### src/mode_ctrl_pkg.sv
/*
 * constants for the operating-mode controller of the lin companion device:
 * register offsets and fields, reset values, state codes and timing counts.
 * assumes a 50 mhz clock.
 */
package mode_ctrl_pkg;
   localparam int CLK_PERIOD_NS = 20;
   // least times, rounded up to whole cycles
   localparam int WAKE_TIME_NS  = 100000;
   localparam int WAKE_CYCLES   = (WAKE_TIME_NS + CLK_PERIOD_NS - 1) / CLK_PERIOD_NS;
   localparam int TSD_TIME_MS   = 128;
   localparam int TSD_CYCLES    = (TSD_TIME_MS * 1000000 + CLK_PERIOD_NS - 1) / CLK_PERIOD_NS;
   localparam int HOLD_TIME_NS  = 10000;
   localparam int HOLD_CYCLES   = (HOLD_TIME_NS + CLK_PERIOD_NS - 1) / CLK_PERIOD_NS;
   localparam int TIMER_W       = 24;

   localparam logic [7:0] CTRL_ADDR   = 8'h05;
   localparam logic [7:0] DIAG_ADDR   = 8'h06;
   localparam logic [7:0] STATUS_ADDR = 8'h07;
   localparam int         CTRL_TSD_BIT  = 0;
   localparam int         CTRL_SLEW_BIT = 1;
   localparam int         DIAG_WARN_BIT = 0;
   localparam int         DIAG_OT_BIT   = 1;
   localparam logic [1:0] CTRL_RESET  = 2'h0;
   localparam logic [1:0] DIAG_RESET  = 2'h0;

   typedef enum logic [2:0] {
      POWER_OFF  = 3'h0,
      NORMAL     = 3'h1,
      STANDBY    = 3'h2,
      SLEEP      = 3'h3,
      TEMP_SD    = 3'h4,
      THERMAL_SD = 3'h5
   } mode_t;
endpackage

### src/mode_ctrl.sv
/*
 * operating-mode controller: state machine over normal, standby or sleep,
 * temporary shutdown and thermal shutdown, block enables per mode, and a
 * small register port for the control and diagnostic bits.
 * assumes all inputs except reset_n are synchronous to clk; temperature and supply levels
 * come from analog comparators; factory straps are stable after reset.
 */
`timescale 1ns/1ps
`default_nettype none
module mode_ctrl
   import mode_ctrl_pkg::*;
#(
   parameter int WAKE_COUNT = WAKE_CYCLES,
   parameter int TSD_COUNT  = TSD_CYCLES
) (
   // clock and reset
   input  wire logic       clk,
   input  wire logic       reset_n,
   // host pins
   input  wire logic       en,
   input  wire logic       tx,
   // bus level, low is dominant
   input  wire logic       lin_rx,
   // analog monitors
   input  wire logic       supply_ok,
   input  wire logic       temp_warn,
   input  wire logic       overtemp_flag,
   input  wire logic       temp_below_ret,
   // factory straps
   input  wire logic       otp_sleep_sel,
   input  wire logic       otp_tsd_enable,
   // register port
   input  wire logic [7:0] addr,
   input  wire logic [7:0] wdata,
   input  wire logic       wr,
   input  wire logic       rd,
   output logic      [7:0] rdata,
   // block enables
   output logic            reg_enable,
   output logic            reg_lowpower,
   output logic            vcc_pulldown,
   output logic            xcvr_enable,
   output logic            lin_drive_low,
   output logic            slew_low,
   output logic            wwd_enable,
   output logic            txwd_enable,
   output logic            divider_enable,
   output logic            relay_enable,
   output logic            reset_unit_enable,
   output logic            wake_det_enable,
   output logic            otmon_enable,
   output logic            osc_enable,
   // current mode
   output logic      [2:0] mode
);
   typedef struct packed {
      mode_t      state;
      // straps latched once per reset release
      logic       straps_taken;
      logic       sleep_sel;
      logic       tsd_allowed;
      logic       en_prev;
      // low-power request pending after en fell
      logic       armed;
      // software-visible control and diagnostic bits
      logic [1:0] ctrl;
      logic [1:0] diag;
      logic [7:0] rdata;
      logic       reg_enable;
      logic       reg_lowpower;
      logic       vcc_pulldown;
      logic       xcvr_enable;
      logic       lin_drive_low;
      logic       slew_low;
      logic       wwd_enable;
      logic       txwd_enable;
      logic       divider_enable;
      logic       relay_enable;
      logic       reset_unit_enable;
      logic       wake_det_enable;
      logic       otmon_enable;
      logic       osc_enable;
   } ctrl_state_t;

   ctrl_state_t s_q, s_d;
   logic        rst_n;
   logic        wake_done;
   logic        tsd_done;
   logic        hold_done;
   logic        wake_run;
   logic        tsd_run;
   logic        hold_run;

   reset_sync u_reset_sync (
      .clk        (clk),
      .reset_n    (reset_n),
      .rst_sync_n (rst_n)
   );

   // bus held dominant while the wake detector is powered
   assign wake_run = (s_q.state == STANDBY || s_q.state == SLEEP) && !lin_rx;
   assign tsd_run  = (s_q.state == TEMP_SD);
   // en low and tx recessive must last the whole hold time
   assign hold_run = (s_q.state == NORMAL) && s_q.armed && !en && tx;

   hold_timer #(
      .LIMIT (WAKE_COUNT)
   ) u_wake_timer (
      .clk   (clk),
      .rst_n (rst_n),
      .run   (wake_run),
      .done  (wake_done)
   );

   hold_timer #(
      .LIMIT (TSD_COUNT)
   ) u_tsd_timer (
      .clk   (clk),
      .rst_n (rst_n),
      .run   (tsd_run),
      .done  (tsd_done)
   );

   hold_timer #(
      .LIMIT (HOLD_CYCLES)
   ) u_hold_timer (
      .clk   (clk),
      .rst_n (rst_n),
      .run   (hold_run),
      .done  (hold_done)
   );

   always_comb begin
      logic en_rise;
      logic en_fall;
      logic tsd_req;
      en_rise = 1'b0;
      en_fall = 1'b0;
      tsd_req = 1'b0;
      s_d     = s_q;

      // en_prev resets low, the pin's pull-down idle level
      en_rise    = en && !s_q.en_prev;
      en_fall    = !en && s_q.en_prev;
      s_d.en_prev = en;

      // straps caught once after reset release
      if (!s_q.straps_taken) begin
         s_d.straps_taken = 1'b1;
         s_d.sleep_sel    = otp_sleep_sel;
         s_d.tsd_allowed  = otp_tsd_enable;
      end

      // register writes
      if (wr) begin
         if (addr == CTRL_ADDR) begin
            s_d.ctrl[CTRL_TSD_BIT]  = wdata[CTRL_TSD_BIT];
            s_d.ctrl[CTRL_SLEW_BIT] = wdata[CTRL_SLEW_BIT];
         end else if (addr == DIAG_ADDR) begin
            s_d.diag[DIAG_WARN_BIT] = s_q.diag[DIAG_WARN_BIT] & ~wdata[DIAG_WARN_BIT];
            s_d.diag[DIAG_OT_BIT]   = s_q.diag[DIAG_OT_BIT] & ~wdata[DIAG_OT_BIT];
         end
      end

      // warning flag, set wins over a clearing write
      if (s_q.state == NORMAL && temp_warn) begin
         s_d.diag[DIAG_WARN_BIT] = 1'b1;
      end

      tsd_req = s_q.ctrl[CTRL_TSD_BIT] && s_q.tsd_allowed;

      // arming of the low-power request
      if (s_q.state != NORMAL || en_rise || hold_done) begin
         s_d.armed = 1'b0;
      end else if (en_fall) begin
         s_d.armed = 1'b1;
      end

      // state transitions, highest priority first
      if (!supply_ok) begin
         s_d.state = POWER_OFF;
         s_d.ctrl  = CTRL_RESET;
         s_d.diag  = DIAG_RESET;
         s_d.armed = 1'b0;
      end else begin
         case (s_q.state)
            POWER_OFF: begin
               s_d.state = NORMAL;
            end
            NORMAL: begin
               if (overtemp_flag) begin
                  s_d.state = THERMAL_SD;
               end else if (tsd_req) begin
                  s_d.state = TEMP_SD;
               end else if (hold_done) begin
                  if (s_q.sleep_sel) begin
                     s_d.state = SLEEP;
                  end else begin
                     s_d.state = STANDBY;
                  end
               end
            end
            STANDBY: begin
               if (overtemp_flag) begin
                  s_d.state = THERMAL_SD;
               end else if (tsd_req) begin
                  s_d.state = TEMP_SD;
               end else if (en_rise || wake_done) begin
                  s_d.state = NORMAL;
               end
            end
            SLEEP: begin
               if (overtemp_flag) begin
                  s_d.state = THERMAL_SD;
               end else if (wake_done) begin
                  s_d.state = NORMAL;
               end
            end
            TEMP_SD: begin
               if (tsd_done) begin
                  s_d.state = NORMAL;
                  // hardware clear beats a write in the same cycle
                  s_d.ctrl[CTRL_TSD_BIT] = 1'b0;
               end
            end
            THERMAL_SD: begin
               // en and bus wakes are not looked at here
               if (temp_below_ret) begin
                  s_d.state = NORMAL;
               end
            end
            default: begin
               s_d.state = POWER_OFF;
            end
         endcase
      end

      // thermal entry records the event and drops the slew choice
      if (s_d.state == THERMAL_SD && s_q.state != THERMAL_SD) begin
         s_d.diag[DIAG_OT_BIT]    = 1'b1;
         s_d.ctrl[CTRL_SLEW_BIT]  = 1'b0;
      end

      // read data stands one cycle
      s_d.rdata = 8'h00;
      if (rd) begin
         if (addr == CTRL_ADDR) begin
            s_d.rdata = {6'h00, s_q.ctrl};
         end else if (addr == DIAG_ADDR) begin
            s_d.rdata = {6'h00, s_q.diag};
         end else if (addr == STATUS_ADDR) begin
            s_d.rdata = {5'h00, s_q.state};
         end
      end

      // block enables from the next state
      s_d.reg_enable        = 1'b0;
      s_d.reg_lowpower      = 1'b0;
      s_d.vcc_pulldown      = 1'b1;
      s_d.xcvr_enable       = 1'b0;
      s_d.lin_drive_low     = 1'b0;
      s_d.slew_low          = 1'b0;
      s_d.wwd_enable        = 1'b0;
      s_d.txwd_enable       = 1'b0;
      s_d.divider_enable    = 1'b0;
      s_d.relay_enable      = 1'b0;
      s_d.reset_unit_enable = 1'b0;
      s_d.wake_det_enable   = 1'b0;
      s_d.otmon_enable      = 1'b1;
      s_d.osc_enable        = 1'b1;
      case (s_d.state)
         POWER_OFF: begin
            s_d.otmon_enable = 1'b0;
            s_d.osc_enable   = 1'b0;
            s_d.vcc_pulldown = 1'b1;
         end
         NORMAL: begin
            s_d.reg_enable        = 1'b1;
            s_d.vcc_pulldown      = 1'b0;
            s_d.xcvr_enable       = 1'b1;
            s_d.lin_drive_low     = !tx;
            s_d.slew_low          = s_d.ctrl[CTRL_SLEW_BIT];
            s_d.wwd_enable        = 1'b1;
            s_d.txwd_enable       = 1'b1;
            s_d.divider_enable    = 1'b1;
            s_d.relay_enable      = 1'b1;
            s_d.reset_unit_enable = 1'b1;
         end
         STANDBY: begin
            s_d.reg_enable        = 1'b1;
            s_d.reg_lowpower      = 1'b1;
            s_d.vcc_pulldown      = 1'b0;
            s_d.reset_unit_enable = 1'b1;
            s_d.wake_det_enable   = 1'b1;
            s_d.otmon_enable      = 1'b1;
            s_d.xcvr_enable       = 1'b0;
         end
         SLEEP: begin
            s_d.reg_enable      = 1'b0;
            s_d.vcc_pulldown    = 1'b1;
            s_d.wake_det_enable = 1'b1;
            s_d.otmon_enable    = 1'b1;
         end
         TEMP_SD: begin
            s_d.vcc_pulldown    = 1'b1;
            s_d.wake_det_enable = 1'b0;
            s_d.lin_drive_low   = 1'b0;
         end
         THERMAL_SD: begin
            s_d.otmon_enable    = 1'b1;
            s_d.wake_det_enable = 1'b0;
         end
         default: begin
         end
      endcase
   end

   always_ff @(posedge clk or negedge rst_n) begin
      if (!rst_n) begin
         s_q                   <= '0;
         s_q.state             <= POWER_OFF;
         s_q.vcc_pulldown      <= 1'b1;
      end else begin
         s_q <= s_d;
      end
   end

   assign rdata             = s_q.rdata;
   assign reg_enable        = s_q.reg_enable;
   assign reg_lowpower      = s_q.reg_lowpower;
   assign vcc_pulldown      = s_q.vcc_pulldown;
   assign xcvr_enable       = s_q.xcvr_enable;
   assign lin_drive_low     = s_q.lin_drive_low;
   assign slew_low          = s_q.slew_low;
   assign wwd_enable        = s_q.wwd_enable;
   assign txwd_enable       = s_q.txwd_enable;
   assign divider_enable    = s_q.divider_enable;
   assign relay_enable      = s_q.relay_enable;
   assign reset_unit_enable = s_q.reset_unit_enable;
   assign wake_det_enable   = s_q.wake_det_enable;
   assign otmon_enable      = s_q.otmon_enable;
   assign osc_enable        = s_q.osc_enable;
   assign mode              = s_q.state;
endmodule
`default_nettype wire

### src/reset_sync.sv
/*
 * two-stage release synchroniser for the active-low reset.
 * assumes reset_n may be asserted at any time.
 */
`timescale 1ns/1ps
`default_nettype none
module reset_sync (
   // clock and reset
   input  wire logic clk,
   input  wire logic reset_n,
   // synchronised reset
   output logic      rst_sync_n
);
   typedef struct packed {
      logic s1;
      logic s2;
   } sync_state_t;

   sync_state_t r_q, r_d;

   always_comb begin
      r_d    = r_q;
      r_d.s1 = 1'b1;
      r_d.s2 = r_q.s1;
   end

   always_ff @(posedge clk or negedge reset_n) begin
      if (!reset_n) begin
         r_q <= '0;
      end else begin
         r_q <= r_d;
      end
   end

   assign rst_sync_n = r_q.s2;
endmodule
`default_nettype wire

### src/hold_timer.sv
/*
 * counts cycles while run is high; done rises once limit cycles have passed
 * and drops as soon as run falls. assumes a synchronised reset.
 */
`timescale 1ns/1ps
`default_nettype none
module hold_timer
   import mode_ctrl_pkg::*;
#(
   parameter int LIMIT = 1
) (
   // clock and reset
   input  wire logic clk,
   input  wire logic rst_n,
   // control
   input  wire logic run,
   output logic      done
);
   typedef struct packed {
      logic [TIMER_W-1:0] cnt;
      logic               done;
   } timer_state_t;

   timer_state_t t_q, t_d;

   always_comb begin
      t_d = t_q;
      if (!run) begin
         t_d.cnt  = '0;
         t_d.done = 1'b0;
      end else if (t_q.cnt >= TIMER_W'(LIMIT - 1)) begin
         t_d.done = 1'b1;
      end else begin
         t_d.cnt = t_q.cnt + TIMER_W'(1);
      end
   end

   always_ff @(posedge clk or negedge rst_n) begin
      if (!rst_n) begin
         t_q <= '0;
      end else begin
         t_q <= t_d;
      end
   end

   assign done = t_q.done;
endmodule
`default_nettype wire

### config.mk
export PLATFORM = sky130hd
export DESIGN_NAME = mode_ctrl
export DESIGN_NICKNAME = d
export VERILOG_FILES = /design/src/mode_ctrl_pkg.sv /design/src/mode_ctrl.sv /design/src/reset_sync.sv /design/src/hold_timer.sv
export SDC_FILE = /design/constraint.sdc
export NUM_CORES = 1
export LEC_CHECK = 0
export BUFFER_PORTS_ARGS = -buffer_cell sky130_fd_sc_hd__buf_4
export CORE_ASPECT_RATIO = 0.7
export CORE_MARGIN = 2
export CORE_UTILIZATION = 37
export CTS_BUF_LIST = sky130_fd_sc_hd__clkbuf_8
export DETAILED_ROUTE_END_ITERATION = 8
export GPL_ROUTABILITY_DRIVEN = 1
export SYNTH_ARGS = -nofsm -noshare
export SYNTH_HDL_FRONTEND = slang
export SYNTH_HIERARCHICAL = 1
export SYNTH_SLANG_ARGS = --single-unit
export TNS_END_PERCENT = 20
### constraint.sdc
create_clock -name clk -period 2.8 [get_ports clk]
set_input_delay 0.28 -clock clk [delete_from_list [all_inputs] [get_ports clk]]
set_output_delay 0.28 -clock clk [all_outputs]
set_load 0.05 [all_outputs]
# == Yosys cells after proc, flatten, opt, wreduce, memory -nomap -nowiden ==
# Index checks and enable logic that the tools add are counted.
# totals
ff_bits,109
input_bits,29
out_inout_bits,25
word_cells,138
# classes
n_addsub,3
n_lt_le_gt_ge,3
n_eq_ne,27
n_mux,48
n_bitwise,4
reduce_logical,23
# op_table
cell,n
25-bit 2-to-1 mux,3
"24-bit by 1-bit adder with 24-bit output, second input constant",3
24-bit 2-to-1 mux,3
3-bit 2-to-1 mux,15
"8-bit by 3-bit equality test with 1-bit output, second input constant",3
"24-bit by 13-bit >= comparator with 1-bit output, second input constant",1
"24-bit by 23-bit >= comparator with 1-bit output, second input constant",1
"24-bit by 9-bit >= comparator with 1-bit output, second input constant",1
1-bit 2-to-1 mux,19
"3-bit by 1-bit inequality test with 1-bit output, second input constant",6
3-bit case mux with 6 select lines,1
"3-bit by 2-bit equality test with 1-bit output, second input constant",4
"2-bit inequality test, second input constant",6
2-bit 2-to-1 mux,5
"3-bit equality test, second input constant",3
1-bit logical AND,9
"3-bit by 1-bit equality test with 1-bit output, second input constant",2
3-bit logical NOT,2
"3-bit by 2-bit inequality test with 1-bit output, second input constant",2
3-bit AND reduction,2
5-bit 2-to-1 mux,1
1-bit logical NOT,4
1-bit logical OR,4
4-bit 2-to-1 mux,1
other kinds (4),7

# == Longest topological paths before layout ==
# depth
word_depth,12
ltp_mapped,7
ltp_nobuf,6

# == Modules after synthesis ==
# Netlist, hierarchy kept.
# modules_own_cells
module,n_inst,cells_each,area_per_inst_um2,seq_area_each_um2
hold_timer (u_tsd_timer),1,158,1477.7,625.6
mode_ctrl,1,122,1238.7,576.8
hold_timer (u_wake_timer),1,115,1229.9,625.6
hold_timer (u_hold_timer),1,92,1046.0,625.6
reset_sync,1,3,53.8,50.0

# == Worst setup path after synthesis ==
# Ideal clock, no wire load.
# synth_path
path_type,reg-to-reg
from,register u_tsd_timer/t_q[1] (netlist name)
to,register u_tsd_timer/t_q[6] (netlist name)
setup_ns,0.124
t_arrival_ns,1.654
required_ns,2.676
setup_slack_ns,1.022
stages_incl_launch_ff,8
n_path_buf,1
period_less_slack_ns,1.778
path_cell_list,dfrtp_1 ha_1 and3_1 nand3_1 buf_2 o21ai_0 and3_1 o31a_1
# synth_via
elab_chain_cells,3
elab_cells_between_ends,5
cone_classes,1 x add/sub; 1 x order compare; 1 x eq/ne; 2 x mux
# synth_lines
item,line,text
"start, declared",hold_timer.sv:24,"timer_state_t t_q, t_d;"
"start signal, assigned",hold_timer.sv:42,t_q <= t_d;
24-bit by 1-bit adder with 24-bit output,hold_timer.sv:34,t_d.cnt = t_q.cnt + TIMER_W'(1);
24-bit 2-to-1 mux,hold_timer.sv:31,end else if (t_q.cnt >= TIMER_W'(LIMIT - 1)) begin
25-bit 2-to-1 mux,hold_timer.sv:28,if (!run) begin
# Several ways; a longest one is shown, not always the timed one. The select of a mux whose other input is x is not followed.
# A chain may end at the register's enable or synchronous reset.

# == Worst setup path after layout ==
# layout_path
from,register u_tsd_timer/t_q[1] (netlist name)
to,register u_tsd_timer/t_q[14] (netlist name)
# The elaborated chain is that of the path after synthesis.

==> reports/metrics.yaml <==
synthCells: 490
tightest_slew_ns: 0.948
io_pins: 54
root_buffer: "clkbuf_8"
syn_to_final_growth_pct: 11.5
core_mm2: 0.0132
synth.distinct_cells: 71
crit_type: "reg -> reg"
wirelength_um: 10300
holdWs_ns: 0.0522
synth-edff-count: 0
async_flop_share_pct: 100
cap_viol_max_count: 0
whs_endpoint: "s_q[27]$_DFF_PN0_"
ys_warn_count: 6
startpoint: "u_tsd_timer/t_q[1]$_DFFE_PN0P_"
cp-start-kind: "flip-flop"
finalSetupViolCount: 0
end_kind: "flip-flop"
hold_viol: 0
yosys.cell_count.top_type: "dfrtp_1"
status: "completed"
ys_top_cells_by_count: "99 x dfrtp_1, 36 x nand2_1, 27 x a21oi_1"
yosys.area.top_type: "dfrtp_1"
die_h_um: 102
arrival_ns: 2.54
grt_usage_pct: 15.1
port_buffers: 42
reg2regPathDepth: 6
die_x_um: 144
relSlewSlack_pct: 36.8
worstHoldStart: "en"
finalWeightedCongestion: 0.768
crit_fanout: 11
drcViolationCount: 0
postSynthAreaPerCell_um2: 10.3
via_per_inst: 5.21
grt_max_degree: 75
detail_route.wl_per_cell_um: 14.6
r2r-start: "u_tsd_timer/t_q[1]$_DFFE_PN0P_"
n_antenna_cell: 0
insertion_delay_ns: 0.36
antenna_found_initial: 0
max_freq_mhz: 446
power_density_mw_per_mm2: 468
grt_pass1_vias: 3554
p_leak_nw: 2.37
grt_pass1_wl_um: 17700
ant_nets: 0
r2r-end: "u_tsd_timer/t_q[14]$_DFFE_PN0P_"
drv_slew: 0
start_util_pct: 38.2
nNetsFinal: 550
h-tree-depth: 3
synth_seq_area_share_pct: 49.6
post-dp-hpwl_um: 7150
finalCritPeriodShare_pct: 80.0
ys_top_cells_by_area: "dfrtp_1 49%, and2_1 2.9%, mux2i_1 2.8%, a21oi_1 2.7%, buf_4 2.7%"
grt_overflow: 0
rsz0062_at_grt: "false"
worstHoldPathType: "in -> reg"
cts_buffer_depth: 2
clock_skew_ns: 0.0171
drt_iter0_drc: 230
drive_gt1_share_pct: 18.7
drt_pass1_iterations: 4
ys_ff_latch: 100
holdPathStages: 1
peakVddDrop_uv: 238
rrSetupSlack_ns: 0.56
synth_flop_cell: "dfrtp_1"
clock_sinks: 100
cts_setup_buffers: 0
fin_setup_tns_ns: 0
worstPathRequired_ns: 3.09
cts_tree: "built"
rows: 35
synth.cell_area_mm2: 0.00505
synth_top_area_share_pct: 49.1
cts.clk_slew.worst_paths_ns: 0.10
fin_crit_ns: 2.24
dieArea_mm2: 0.0146
numCtsBuffers: 9
vias: 3692
layer usage:
layer | up-vias | wire length, um | share of wire [%] | GRT usage, %
met1 | 1798 | 5320 | 52 | 22.5
met5 | - | 0 | 0 | 0
met2 | 92 | 4410 | 43 | 22.2
li1 | 1798 | - | - | -
met4 | 0 | 46 | 0.45 | 3.85
met3 | 4 | 529 | 5.1 | 3.59
through the flow:
stage          util (%)  std cells  cell area (um2)  total power, W  setup slack, ns
2_1_floorplan         -        494             5060         0.00166             1.02
3_3_place_gp       41.0        691             5420         0.00172            0.679
3_5_place_dp       41.0        691             5420         0.00173            0.583
4_1_cts            42.6        708             5630         0.00267            0.557
5_1_grt            42.6        708             5630         0.00276            0.370
6_report           42.6        708             5630         0.00263            0.559
critical path: stages, from the launching register on:
cell      delay, ns
dfrtp_1        0.42
ha_1           0.22
and3_1         0.20
nand3_1        0.43
o211ai_2       0.31
a211oi_1       0.37
mux2i_1        0.22
timing repair:
item / CTS / global route
hold endpoints to repair: 2 / 0
setup endpoints to repair: 0 / 0
hold buffers: 1 / 0
resized for setup: 0 / 0
kinds of logic (layout without fill, tap and decap cells):
family | after synthesis | after routing | share of synthesized area (%)
AO/OA/AOI/OAI | 93 | 93 | 13.1
XOR/XNOR | 7 | 7 | 1.22
adder cells (fa/ha/maj) | 3 | 3 | 0.744
buffers and inverters | 54 | 83 | 6.30
flip-flops | 100 | 100 | 49.6
multiplexers | 19 | 19 | 3.97
other | 3 | 7 | 0.223
AND/OR/NAND/NOR | 211 | 211 | 24.8
where the power goes:
| group | total [W] | internal (W) | switching [W] |
|---|---|---|---|
| sequential | 0.00150 | 0.00146 | 0.0000356 |
| combinational | 0.000197 | 0.0000695 | 0.000128 |
| clock | 0.000940 | 0.000419 | 0.000522 |
worst max-delay path by stage:
stage                                      endpoint  depth (start not counted)
floorplan            u_tsd_timer/t_q[6]$_DFFE_PN0P_                          7
global placement    u_tsd_timer/t_q[10]$_DFFE_PN0P_                          6
detailed placement  u_tsd_timer/t_q[10]$_DFFE_PN0P_                          6
CTS                 u_tsd_timer/t_q[10]$_DFFE_PN0P_                          6
global route         u_tsd_timer/t_q[3]$_DFFE_PN0P_                          6
finish              u_tsd_timer/t_q[14]$_DFFE_PN0P_                          6
area by class of cell:
class | instances | area, um2
Multi-Input combinational cell | 340 | 2240
Clock inverter | 7 | 75.1
Tap cell | 185 | 231
Inverter | 16 | 60.1
Timing Repair Buffer | 51 | 385
Sequential cell | 100 | 2510
Fill cell | 1279 | 7600
Clock buffer | 9 | 124
flip-flops by register name, indices dropped and copies added (netlist names), 3 cells and up:
register / count
u_hold_timer/t_q: 24
u_tsd_timer/t_q: 24
u_wake_timer/t_q: 24
s_q: 9
mode: 3
rdata: 3
placed cells by master, fill, tap and decap left out, types with 3 or more instances in the layout:
cell type / n
xnor2_1: 7
and3_1: 13
and2_1: 23
nor4_1: 10
or3_1: 4
nor2b_1: 5
o21ai_0: 16
and2_2: 4
clkbuf_8: 9
nor3_1: 14
a21oi_1: 27
nand3_1: 19
nand2_1: 36
or4_1: 8
nand4_1: 11
nor4_2: 5
mux2_2: 4
o31ai_1: 12
conb_1: 7
mux2i_1: 14
o21a_1: 3
inv_1: 17
ha_1: 3
o311ai_0: 3
nand2b_1: 15
a31oi_1: 3
dfrtp_1: 98
nor2_1: 25
a211oi_1: 3
buf_4: 50
(Power assumes the default switching activity.)
